==> config.mk <==
export PLATFORM = sky130hd
export DESIGN_NAME = aiom_device_flat
export DESIGN_NICKNAME = d
export VERILOG_FILES = /design/src/rtl/aiom_pkg.sv /design/src/rtl/aiom_bus_if.sv /design/src/rtl/aiom_conv_timer.sv /design/src/rtl/aiom_device.sv /design/src/flat_wrapper.sv
export SDC_FILE = /design/constraint.sdc
export NUM_CORES = 1
export LEC_CHECK = 0
export BUFFER_PORTS_ARGS = -buffer_cell sky130_fd_sc_hd__buf_2
export CELL_PAD_IN_SITES_DETAIL_PLACEMENT = 1
export CELL_PAD_IN_SITES_GLOBAL_PLACEMENT = 2
export CORE_MARGIN = 2
export CORE_UTILIZATION = 28
export CTS_BUF_LIST = sky130_fd_sc_hd__clkbuf_4 sky130_fd_sc_hd__clkbuf_8
export DETAILED_ROUTE_END_ITERATION = 8
export GPL_ROUTABILITY_DRIVEN = 0
export PLACE_DENSITY_LB_ADDON = 0.15
export SYNTH_ARGS = -nofsm -noshare
export SYNTH_HDL_FRONTEND = slang
export SYNTH_HIERARCHICAL = 1
export SYNTH_SLANG_ARGS = --single-unit
==> constraint.sdc <==
create_clock -name clock -period 2.63 [get_ports clock]
set_input_delay 0 -clock clock [delete_from_list [all_inputs] [get_ports clock]]
set_output_delay 0 -clock clock [all_outputs]
set_load 0.01 [all_outputs]
==> src/rtl/aiom_pkg.sv <==
// shared constants for the analogue i/o module bus port
package aiom_pkg;
    // bus geometry
    localparam int unsigned BUS_ADDR_W   = 8;
    localparam int unsigned OFFSET_W     = 4;
    localparam int unsigned CODE_W       = 12;
    localparam int unsigned IN_CHANNELS  = 4;
    localparam int unsigned OUT_CHANNELS = 2;
    localparam int unsigned CHAN_W       = 2;
    localparam int unsigned BIT_IDX_W    = 4;

    // offsets above the module base address
    localparam logic [OFFSET_W-1:0] OFF_IN_FIRST  = 4'h0;
    localparam logic [OFFSET_W-1:0] OFF_IN_LAST   = 4'h3;
    localparam logic [OFFSET_W-1:0] OFF_DATA_LAST = 4'hb;
    localparam logic [OFFSET_W-1:0] OFF_ADC_TRIG  = 4'h8;
    localparam logic [OFFSET_W-1:0] OFF_OUT_FIRST = 4'hc;
    localparam logic [OFFSET_W-1:0] OFF_BUSY      = 4'hf;
    localparam logic [BIT_IDX_W-1:0] LAST_BIT     = 4'hb;

    // reset values
    localparam logic [CODE_W-1:0]     CODE_RESET   = 12'h000;
    localparam logic [BUS_ADDR_W-1:0] BASE_DEFAULT = 8'h00;

    // timing at a 40 mhz clock
    localparam int unsigned CLOCK_PERIOD_NS = 25;
    localparam int unsigned ADC_TIME_US     = 30;
    localparam int unsigned DAC_TIME_US     = 20;
    localparam int unsigned RTD_WAIT_MS     = 10;
    // longest times round down
    localparam int unsigned ADC_CYCLES = (ADC_TIME_US * 1000) / CLOCK_PERIOD_NS;
    localparam int unsigned DAC_CYCLES = (DAC_TIME_US * 1000) / CLOCK_PERIOD_NS;
    // least time rounds up
    localparam int unsigned RTD_WAIT_CYCLES = (RTD_WAIT_MS * 1000000 + CLOCK_PERIOD_NS - 1) / CLOCK_PERIOD_NS;
    localparam int unsigned TIMER_W   = 12;
    localparam int unsigned RTD_CNT_W = 19;
endpackage

==> src/rtl/aiom_bus_if.sv <==
// single-bit addressed i/o bus between controller and analogue module
`timescale 1ns/10ps
interface aiom_bus_if;
    import aiom_pkg::*;
    logic [BUS_ADDR_W-1:0] io_addr;   // full bus address, base plus offset
    logic                  io_wr;     // write strobe, one cycle per bit
    logic                  io_wdata;  // bit written
    logic                  io_rd;     // read strobe, one cycle per bit
    logic                  io_rdata;  // bit read, valid the cycle after io_rd

    modport host (
        output io_addr,
        output io_wr,
        output io_wdata,
        output io_rd,
        input  io_rdata
    );

    modport device (
        input  io_addr,
        input  io_wr,
        input  io_wdata,
        input  io_rd,
        output io_rdata
    );
endinterface

==> src/rtl/aiom_conv_timer.sv <==
// conversion timer: counts a fixed number of cycles after each start
`timescale 1ns/10ps
module aiom_conv_timer
    import aiom_pkg::*;
#(
    parameter int unsigned CYCLES = 16
) (
    // clock and reset
    input  wire logic clock,
    input  wire logic rst,
    // control
    input  wire logic start,
    output logic      busy,
    output logic      done
);
    localparam logic [TIMER_W-1:0] LOAD = TIMER_W'(CYCLES);

    logic [TIMER_W-1:0] count_ff;
    logic               done_ff;

    // down counter; a start while running restarts the full time
    always_ff @(posedge clock or posedge rst) begin
        if (rst) begin
            count_ff <= '0;
        end else if (start) begin
            count_ff <= LOAD;
        end else if (count_ff != '0) begin
            count_ff <= count_ff - 1'b1;
        end
    end

    // one-cycle pulse as the count expires
    always_ff @(posedge clock or posedge rst) begin
        if (rst) begin
            done_ff <= 1'b0;
        end else begin
            done_ff <= (count_ff == TIMER_W'(1)) && !start;
        end
    end

    assign busy = (count_ff != '0);
    assign done = done_ff;
endmodule // aiom_conv_timer

==> src/rtl/aiom_device.sv <==
// module end: decodes the 16 bus bits, runs a/d and d/a sequencing
`timescale 1ns/10ps
module aiom_device
    import aiom_pkg::*;
#(
    parameter logic [BUS_ADDR_W-1:0] BASE_ADDR = BASE_DEFAULT
) (
    // clock and reset
    input  wire logic                               clock,
    input  wire logic                               rst,
    // controller side
    aiom_bus_if.device                              bus,
    // converter front end
    input  wire logic [CODE_W-1:0]                  adc_sample,
    output logic      [CHAN_W-1:0]                  adc_chan,
    output logic                                    adc_start,
    output logic                                    adc_busy,
    // output channels
    output logic      [OUT_CHANNELS-1:0][CODE_W-1:0] dac_code,
    output logic      [OUT_CHANNELS-1:0]            dac_load,
    output logic      [OUT_CHANNELS-1:0]            dac_busy
);
    logic                  hit;
    logic [OFFSET_W-1:0]   offset;
    logic                  wr_hit;
    logic                  rd_hit;
    logic [CODE_W-1:0]     data_ff;
    logic [CHAN_W-1:0]     chan_sel_ff;
    logic [CODE_W-1:0]     result_ff;
    logic                  rdata_ff;
    logic                  adc_trig;
    logic                  adc_running;
    logic                  adc_done;
    logic                  adc_start_ff;

    // address decode: the top nibble picks the module, the low nibble the bit
    // a base with a nonzero low nibble still owns the whole block of 16
    assign hit    = (bus.io_addr[BUS_ADDR_W-1:OFFSET_W] == BASE_ADDR[BUS_ADDR_W-1:OFFSET_W]);
    assign offset = bus.io_addr[OFFSET_W-1:0];
    assign wr_hit = bus.io_wr && hit;
    assign rd_hit = bus.io_rd && hit;

    // data bits at offsets 0-11 form the shift-in word, lsb at offset 0
    // select and trigger writes land here too; harmless, since the controller
    // writes its whole word again right before an output trigger
    always_ff @(posedge clock or posedge rst) begin
        if (rst) begin
            data_ff <= CODE_RESET;
        end else if (wr_hit && (offset <= OFF_DATA_LAST)) begin
            data_ff[offset] <= bus.io_wdata;
        end
    end

    // setting a bit at offsets 0-3 selects that input channel
    // clearing one leaves the choice alone: the last set bit wins
    always_ff @(posedge clock or posedge rst) begin
        if (rst) begin
            chan_sel_ff <= '0;
        end else if (wr_hit && bus.io_wdata && (offset <= OFF_IN_LAST)) begin
            chan_sel_ff <= offset[CHAN_W-1:0];
        end
    end

    // clearing bit 8 triggers a conversion; a trigger during one is ignored
    // so the result never mixes two channels
    // limitation: such a trigger is lost, not queued
    assign adc_trig = wr_hit && !bus.io_wdata && (offset == OFF_ADC_TRIG) && !adc_running;

    // busy time is the worst case, whatever the converter really needs
    aiom_conv_timer #(
        .CYCLES (ADC_CYCLES)
    ) aiom_conv_timer_i (
        .clock (clock),
        .rst   (rst),
        .start (adc_trig),
        .busy  (adc_running),
        .done  (adc_done)
    );

    // start pulse to the converter, one cycle after the trigger write
    always_ff @(posedge clock or posedge rst) begin
        if (rst) begin
            adc_start_ff <= 1'b0;
        end else begin
            adc_start_ff <= adc_trig;
        end
    end

    // the sample is taken as the conversion time expires
    // the converter must hold its code until then; only one sample is taken
    always_ff @(posedge clock or posedge rst) begin
        if (rst) begin
            result_ff <= CODE_RESET;
        end else if (adc_done) begin
            result_ff <= adc_sample;
        end
    end

    // read path: result bits at 0-11, busy at 15, all else reads zero
    // registered, so a bit stands exactly one cycle after its strobe
    always_ff @(posedge clock or posedge rst) begin
        if (rst) begin
            rdata_ff <= 1'b0;
        end else if (rd_hit) begin
            if (offset <= OFF_DATA_LAST) begin
                rdata_ff <= result_ff[offset];
            end else if (offset == OFF_BUSY) begin
                rdata_ff <= adc_running;
            end else begin
                rdata_ff <= 1'b0;
            end
        end else begin
            rdata_ff <= 1'b0;
        end
    end

    // outputs to the bus and the converter front end
    assign bus.io_rdata = rdata_ff;
    assign adc_chan     = chan_sel_ff;
    assign adc_start    = adc_start_ff;
    assign adc_busy     = adc_running;

    // one identical d/a path per output channel
    // each path has its own timer, so both outputs may convert at once
    genvar g;
    generate
        for (g = 0; g < OUT_CHANNELS; g++) begin : g_out
            localparam logic [OFFSET_W-1:0] MY_OFF = OFF_OUT_FIRST + OFFSET_W'(g);
            logic              sel_ff;
            logic              trig;
            logic [CODE_W-1:0] pending_ff;
            logic [CODE_W-1:0] code_ff;
            logic              load_ff;
            logic              running;
            logic              finished;

            // channel bit follows the controller's writes
            always_ff @(posedge clock or posedge rst) begin
                if (rst) begin
                    sel_ff <= 1'b0;
                end else if (wr_hit && (offset == MY_OFF)) begin
                    sel_ff <= bus.io_wdata;
                end
            end

            // only a one-to-zero change of a set channel bit triggers
            // writing zero to a bit that is already clear does nothing
            assign trig = wr_hit && (offset == MY_OFF) && !bus.io_wdata && sel_ff;

            // word captured at the trigger, so later data writes cannot disturb it
            always_ff @(posedge clock or posedge rst) begin
                if (rst) begin
                    pending_ff <= CODE_RESET;
                end else if (trig) begin
                    pending_ff <= data_ff;
                end
            end

            // settling time is the worst case for every range option
            aiom_conv_timer #(
                .CYCLES (DAC_CYCLES)
            ) aiom_conv_timer_i (
                .clock (clock),
                .rst   (rst),
                .start (trig),
                .busy  (running),
                .done  (finished)
            );

            // output updates once the conversion time is over and then holds
            // the old code stays on the pin for the whole conversion time
            always_ff @(posedge clock or posedge rst) begin
                if (rst) begin
                    code_ff <= CODE_RESET;
                end else if (finished) begin
                    code_ff <= pending_ff;
                end
            end

            // load pulse marks the moment the new value appears
            // so dac_load and the new code change on the same edge
            always_ff @(posedge clock or posedge rst) begin
                if (rst) begin
                    load_ff <= 1'b0;
                end else begin
                    load_ff <= finished;
                end
            end

            assign dac_code[g] = code_ff;
            assign dac_load[g] = load_ff;
            assign dac_busy[g] = running;
        end
    endgenerate
endmodule // aiom_device

==> src/flat_wrapper.sv <==
// flat-port wrapper written by rule: the top's interface ports become plain ports
module aiom_device_flat import aiom_pkg::*;
#(
    parameter logic [BUS_ADDR_W-1:0] BASE_ADDR = BASE_DEFAULT
)
  (clock, rst, adc_sample, adc_chan, adc_start, adc_busy, dac_code, dac_load, dac_busy, bus_io_addr, bus_io_wr, bus_io_wdata, bus_io_rd, bus_io_rdata);
  aiom_bus_if bus_i ();
  input  wire logic clock;
  input  wire logic rst;
  input  wire logic [CODE_W-1:0] adc_sample;
  output logic      [CHAN_W-1:0] adc_chan;
  output logic adc_start;
  output logic adc_busy;
  output logic      [OUT_CHANNELS-1:0][CODE_W-1:0] dac_code;
  output logic      [OUT_CHANNELS-1:0] dac_load;
  output logic      [OUT_CHANNELS-1:0] dac_busy;
  input wire logic [$bits(bus_i.io_addr)-1:0] bus_io_addr;
  input wire logic [$bits(bus_i.io_wr)-1:0] bus_io_wr;
  input wire logic [$bits(bus_i.io_wdata)-1:0] bus_io_wdata;
  input wire logic [$bits(bus_i.io_rd)-1:0] bus_io_rd;
  output wire logic [$bits(bus_i.io_rdata)-1:0] bus_io_rdata;
  assign bus_i.io_addr = bus_io_addr;
  assign bus_i.io_wr = bus_io_wr;
  assign bus_i.io_wdata = bus_io_wdata;
  assign bus_i.io_rd = bus_io_rd;
  assign bus_io_rdata = bus_i.io_rdata;
  aiom_device #(.BASE_ADDR(BASE_ADDR)) u_core (.clock(clock), .rst(rst), .bus(bus_i), .adc_sample(adc_sample), .adc_chan(adc_chan), .adc_start(adc_start), .adc_busy(adc_busy), .dac_code(dac_code), .dac_load(dac_load), .dac_busy(dac_busy));
endmodule
==> impl_metrics.yaml, run 1 <==
timing:
  finalSetupViolCount: 0
  hold_viol: 0
  clock_skew_ns: 0.01491
  finalCritPeriodShare_pct: 89.02
  worst_pin_slew_ns: 0.7471
  slew_viol_final: 0
  fmax_mhz: 427.1
  slew_headroom_pct: 50.14
  fin_crit_ns: 2.341
  tns_ns: 0
  rsz0062_at_grt: "false"
logic_synthesis:
  ys_ff_latch: 119
  postSynthNetCount: 489
  synth_edf_count: 0
  synth_area_leader_cell: "dfrtp_1"
  ys_warn_count: 6
  yosys-top-cells-area: "dfrtp_1 (52%), mux2_2 (12%), mux2_4 (5.3%)"
  synth.distinct_cells: 61
  async_flop_share_pct: 100.0
  avgSynthCellArea_um2: 12.48
  syn-cell-area_um2: 5680
  netlist.area_leader.share_pct: 52.42
  yosysMostFrequentCell: "dfrtp_1"
  postSynthCellCount: 455
  yosys-top-cells-count: "dfrtp_1 (119), mux2_2 (63), nor2_1 (36), mux2_4 (20), inv_1 (18)"
  ys.flop_type: "dfrtp_1"
  synth_seq_area_share_pct: 52.42
setup_path:
  reg2reg_depth: 8
  crit_arrival_ns: 2.71
  critPathLaunchType: "register"
  worst-path-buf-inv: 2
  slowest_stage: "or4_4"
  r2r_start: "u_core/aiom_conv_timer_i/count_ff[7]"
  end_kind: "register"
  ff2ff_setup_slack_ns: 0.29
  worstPathCellList: "or4_4 > nor4_4 > inv_2 > nor2_1 > and3_1 > buf_4 > nor2b_1 > mux2i_1"
  cp-endpoint: "u_core/aiom_conv_timer_i/count_ff[10]"
  critPathTopFamily: "simple AND/OR/NAND/NOR gates"
  crit_fanout: 11
  crit_cells: 8
  r2r_end: "u_core/aiom_conv_timer_i/count_ff[10]"
  critPathKind: "register to register"
  crit_path_start: "u_core/aiom_conv_timer_i/count_ff[7]"
  max_stage_delay_ns: 0.62
  required_ns: 3.00
route:
  avgViaCountPerCell: 4.715
  wl_per_cell_um: 17.06
  vias: 3866
  drtAntennaViolNets: 0
  drt_iter0_drc: 135
  drcViolationCount: 0
  wirelength_mm: 13.99
  first_pass_iters: 4
cts:
  clock-root-buffer: "clkbuf_8"
  clock_latency_ns: 0.45
  path_clk_slew_ns: 0.08
  numCtsBuffers: 17
  cts_tree: "built"
  htreeDepth: 4
  clk_path_buf_depth: 2
  clock-sinks: 119
pwr:
  power_frac_clock_pct: 42.2
  p_leak_uw: 0.003115
  pwr-share-seq_pct: 49.4
  power_density_nw_per_um2: 619.6
  irDropWorstVdd_mv: 0.2631
  power_frac_comb_pct: 8.4
  power_uw: 4250
  switchingPower_uw: 1189
  p_sw_share_pct: 27.98
  internal_power_uw: 3061
final_layout:
  area_delta_synth_final_pct: 20.75
  n_antenna_cell: 0
  drive_gt1_share_pct: 37.27
  fillers: 2221
  nets: 571
  finish.utilization_pct: 34.23
floorplan:
  rows: 52
  core_area_um2: 20040
  io_pins: 58
  die_x_um: 146.4
  start_util_pct: 28.35
  die_h_um: 146.4
  dieArea_um2: 21440
run_status:
  status: "finished clean"
global_route:
  grt_pass1_wl_mm: 23.74
  overflow: 0
  grt_pass1_vias: 4308
  grt_antenna_before_repair: 0
  grt.total_usage_pct: 14.11
  grt_max_degree: 42
hold_path:
  hold_path_class: "input port to register"
place:
  dp_hpwl_mm: 9.643
  numPortBuffers: 57
flow_run:
  maxCapViolations: 0
-- cell families after synthesis --
logic type | count (synthesis) | synth area share [%]
AO/OA/AOI/OAI | 58 | 7.378
XOR/XNOR | 3 | 0.4626
adder cells (fa/ha/maj) | 9 | 1.982
buffers and inverters | 41 | 3.722
flip-flops | 119 | 52.42
multiplexers | 90 | 19.45
AND/OR/NAND/NOR | 135 | 14.58
-- worst min-delay path, delay by kind of cell --
kind | cells | cell delay (ns)
buffers and inverters | 1 | 0.20
muxes | 1 | 0.15
and+or+nand+nor | 1 | 0.14
-- cell type report --
class                           instances  area, µm²  share of cell area (%)
Clock buffer                           17      234.0                   3.411
Clock inverter                         15      188.9                   2.754
Inverter                               19      72.57                   1.058
Multi-Input combinational cell        295       2495                   36.37
Sequential cell                       119       2978                   43.41
Timing Repair Buffer                   85      553.0                   8.063
Tap cell                              270      337.8                   4.925
-- registers in the layout, summed over array words and instances, names as in the netlist --
| register | cells |
|---|---|
| u_core/result_ff | 12 |
| u_core/g_out.pending_ff | 24 |
| u_core/adc_start | 1 |
| u_core/data_ff | 12 |
| u_core/g_out.sel_ff | 2 |
| u_core/bus.io_rdata | 1 |
| u_core/g_out.aiom_conv_timer_i/done | 2 |
| u_core/aiom_conv_timer_i/done | 1 |
| u_core/adc_chan | 2 |
| u_core/g_out.load_ff | 2 |
| u_core/aiom_conv_timer_i/count_ff | 12 |
| u_core/g_out.code_ff | 24 |
| u_core/g_out.aiom_conv_timer_i/count_ff | 24 |
-- how the worst min path moves through the flow --
| stage | startpoint | depth (start not counted) | to |
|---|---|---|---|
| final | bus_io_addr[1] | 3 | u_core/data_ff[11] |
| after global routing | bus_io_addr[1] | 3 | u_core/data_ff[11] |
| after detailed placement | rst | 2 | u_core/aiom_conv_timer_i/count_ff[0] |
| after floorplan | rst | 1 | u_core/aiom_conv_timer_i/count_ff[0] |
| after CTS | bus_io_addr[1] | 3 | u_core/data_ff[11] |
| after global placement | rst | 2 | u_core/g_out[1].aiom_conv_timer_i/done |
-- power by group through the flow --
| stage | Clock [µW] | Sequential, µW | Combinational [µW] |
|---|---|---|---|
| 3_5_place_dp | 0 | 2140 | 342 |
| 6_report | 1790 | 2100 | 357 |
| 4_1_cts | 1880 | 2100 | 364 |
| 2_1_floorplan | 0 | 2090 | 247 |
| 3_3_place_gp | 0 | 2130 | 329 |
| 5_1_grt | 1970 | 2130 | 406 |
-- stage by stage --
stage	area, µm²	setup slack (ns)	hold slack (ns)	cells
after floorplan	5680	0.1673	-0.1230	455
after global placement	6252	0.2769	0.1460	770
after detailed placement	6252	0.1748	0.1422	770
after CTS	6855	0.1549	0.04863	820
after global routing	6859	0.07901	0.05900	820
final	6859	0.2888	0.07415	820
-- layer usage --
metal	wire (µm)	GRT usage [%]	vias to the layer above	share of wire (%)
met5	0	0	-	0
met4	180	4.223	0	1.3
met3	454	3.594	13	3.2
met2	6640	22.29	46	47
met1	6710	19.17	1973	48
li1	-	-	1834	-
-- what timing repair did --
item / in CTS / in global routing
gates resized for setup: 0 / 1
endpoints found under the setup margin: 0 / 2
endpoints found under the hold margin: 93 / 0
hold buffers: 18 / 0
setup buffers: 0 / 0
-- placed cells by master, fill, tap and decap left out, types with 6 or more instances in the layout --
cell,netlist,layout
dfrtp_1,119,119
mux2_2,63,63
buf_2,6,57
nor2_1,36,36
mux2_4,20,20
dlygate4sd3_1,0,18
clkbuf_8,0,17
inv_1,18,17
nand2_1,14,14
a21oi_1,12,12
nor2b_1,11,11
nor3_1,11,11
buf_4,4,9
o21ai_0,9,9
ha_1,9,9
or4_1,8,7
inv_6,0,6
o311ai_0,6,6
Note: power is estimated with default switching activity, not from simulation.
==> run 2: changes to the inputs <==
CELL_PAD_IN_SITES_DETAIL_PLACEMENT = default   (was 1)
CELL_PAD_IN_SITES_GLOBAL_PLACEMENT = default   (was 2)
CORE_MARGIN = 1.5   (was 2)
SYNTH_HIERARCHICAL = default   (was 1)
==> impl_metrics.yaml, run 2 <==
route:
  drcViolationCount: 0
  drtAntennaViolNets: 0
  first_pass_iters: 4
  wl_per_cell_um: 14.57
  wirelength_mm: 11.84
  vias: 3867
  avgViaCountPerCell: 4.756
  drt_iter0_drc: 224
cts:
  clock-sinks: 119
  numCtsBuffers: 17
  clock_latency_ns: 0.45
  htreeDepth: 4
  clk_path_buf_depth: 2
  cts_setup_buffers: 0
  path_clk_slew_ns: 0.08
  clock-root-buffer: "clkbuf_8"
  cts_tree: "built"
logic_synthesis:
  postSynthCellCount: 484
  synth_area_leader_cell: "dfrtp_1"
  syn-cell-area_um2: 5330
  ys_ff_latch: 119
  ys_warn_count: 0
  postSynthNetCount: 518
  avgSynthCellArea_um2: 11.01
  ys.flop_type: "dfrtp_1"
  netlist.area_leader.share_pct: 55.87
  yosys-top-cells-area: "dfrtp_1 (56%), mux2_2 (11%), nand2_1 (6.4%)"
  synth_edf_count: 0
  async_flop_share_pct: 100.0
  synth.distinct_cells: 49
  yosys-top-cells-count: "dfrtp_1 (119), nand2_1 (91), mux2_2 (50), nor2_1 (20), a21oi_1 (15)"
  synth_seq_area_share_pct: 55.87
  yosysMostFrequentCell: "dfrtp_1"
setup_path:
  critPathKind: "register to register"
  worstPathCellList: "nor3_1 > and2_1 > and3_1 > inv_1 > a211oi_1 > nor3_1 > dlygate4sd3_1"
  end_kind: "register"
  crit_fanout: 12
  required_ns: 2.97
  slowest_stage: "dlygate4sd3_1"
  ff2ff_setup_slack_ns: 0.22
  crit_arrival_ns: 2.75
  r2r_end: "u_core.bus.io_rdata"
  critPathTopFamily: "simple AND/OR/NAND/NOR gates"
  max_stage_delay_ns: 0.56
  r2r_start: "u_core.aiom_conv_timer_i.count_ff[2]"
  path_common_cell: "nor3_1"
  crit_path_start: "u_core.aiom_conv_timer_i.count_ff[2]"
  cp-endpoint: "u_core.bus.io_rdata"
  reg2reg_depth: 7
  worst-path-buf-inv: 2
  crit_cells: 7
  critPathLaunchType: "register"
timing:
  worst_pin_slew_ns: 0.7468
  tns_ns: 0
  setup_ws_ns: 0.2185
  clock_skew_ns: 0.01062
  slew_headroom_pct: 50.11
  slew_viol_final: 0
  fmax_mhz: 414.7
  fin_crit_ns: 2.411
  finalSetupViolCount: 0
  finalCritPeriodShare_pct: 91.69
  hold_viol: 0
  rsz0062_at_grt: "false"
global_route:
  grt_max_degree: 52
  grt.total_usage_pct: 12.79
  grt_util_met1_pct: 16.62
  grt_antenna_before_repair: 0
  use_met2_pct: 19.06
  grt_pass1_wl_mm: 19.66
  grt_pass1_vias: 3884
  gr-usage-met3_pct: 3.533
  overflow: 0
  grt.busiest_layer: "met2"
final_layout:
  final_common_cell: "dfrtp_1"
  instances_no_fill: 813
  area_delta_synth_final_pct: 23.73
  largest_registers: "u_core.g_out.aiom_conv_timer_i.count_ff (24), u_core.g_out.code_ff (24), u_core.g_out.pending_ff (24)"
  final_cell_mix: "dfrtp_1 (119), nand2_1 (91), buf_2 (57)"
  nets: 600
  drive_gt1_share_pct: 27.46
  n_antenna_cell: 0
  fillers: 1867
hold_path:
  hold_path_class: "input port to register"
flow_run:
  maxCapViolations: 0
pwr:
  power_density_nw_per_um2: 648.4
  p_leak_uw: 0.003050
  irDropWorstVdd_mv: 0.2731
place:
  numPortBuffers: 57
  dp_slack_ns: 0.5462
  dp_hpwl_mm: 8.228
  dp.cells: 761
floorplan:
  core_area_um2: 18710
  dieArea_um2: 19870
  die_x_um: 141.0
  start_util_pct: 28.49
  rows: 50
  die_h_um: 141.0
  io_pins: 58
run_status:
  status: "finished clean"
==> run 2: cell count changes after synthesis, moves of 8 or more <==
cell / change
mux2_2: -13
mux2_4: -20
nand2_1: +77
nand3_1: +8
nor2_1: -16
xnor2_1: +8
==> run 2: power breakdown <==
| group | switching (µW) | internal, µW |
|---|---|---|
| combinational | 130 | 114 |
| clock | 764 | 1300 |
| sequential | 66.3 | 1900 |
==> run 2: timing repair <==
action,in CTS,in global routing
hold buffers,20,0
gates resized for setup,0,1
endpoints found under the setup margin,0,1
hold endpoints to repair,56,0
==> run 2: metrics by stage <==
| step | util [%] | cell area, µm² | hold slack (ns) | power, µW |
|---|---|---|---|---|
| 2_1_floorplan | - | 5334 | 0.1182 | 2143 |
| 3_5_place_dp | 31.50 | 5892 | 0.1831 | 2232 |
| 4_1_cts | 35.22 | 6589 | 0.02745 | 4344 |
| 5_1_grt | 35.26 | 6595 | 0.06263 | 4466 |
| 3_3_place_gp | 31.50 | 5892 | 0.1773 | 2225 |
| 6_report | 35.26 | 6595 | 0.05140 | 4276 |
==> run 2: worst min-delay path: stages <==
cell	delay [ns]
buf_2	0.12
nand4bb_1	0.24
o31ai_1	0.09
==> run 2: logic make-up (layout without fill, tap and decap cells) <==
kind of cell	count (synthesis)	after routing	synth area share (%)
AO/OA/AOI/OAI	50	50	5.845
XOR/XNOR	10	10	1.643
multiplexers	56	56	12.16
adder cells (fa/ha/maj)	9	9	2.113
flip-flops	119	119	55.87
AND/OR/NAND/NOR	206	206	19.62
buffers and inverters	34	129	2.746
==> run 2: cell type report <==
class                   count  area, µm²  share of cell area (%)
flip-flops and latches    119       2978                   45.15
multi-input cells         331       2212                   33.54
repair buffers             84      563.0                   8.537
well taps                 234      292.8                   4.439
clock buffers              20      275.3                   4.174
clock inverters            12      221.5                   3.358
inverters                  13      52.55                  0.7968
==> run 2: worst min path at each step <==
stage	from	end	slack [ns]	cells after the start
global placement	rst	u_core.g_out[0].aiom_conv_timer_i.count_ff[0]	0.18	2
CTS	bus_io_wr	u_core.data_ff[1]	0.03	3
detailed placement	rst	u_core.g_out[0].aiom_conv_timer_i.count_ff[0]	0.18	2
floorplan	bus_io_rd	u_core.bus.io_rdata	0.12	2
global route	bus_io_wr	u_core.data_ff[3]	0.06	3
finish	bus_io_wr	u_core.data_ff[1]	0.05	3
==> run 2: layer usage <==
metal	vias up	part of all wire, %	routed length (µm)
li1	1871	-	-
met1	1893	48	5659
met2	78	45	5312
met3	25	3.8	453
met4	0	3.5	418
met5	-	0	0
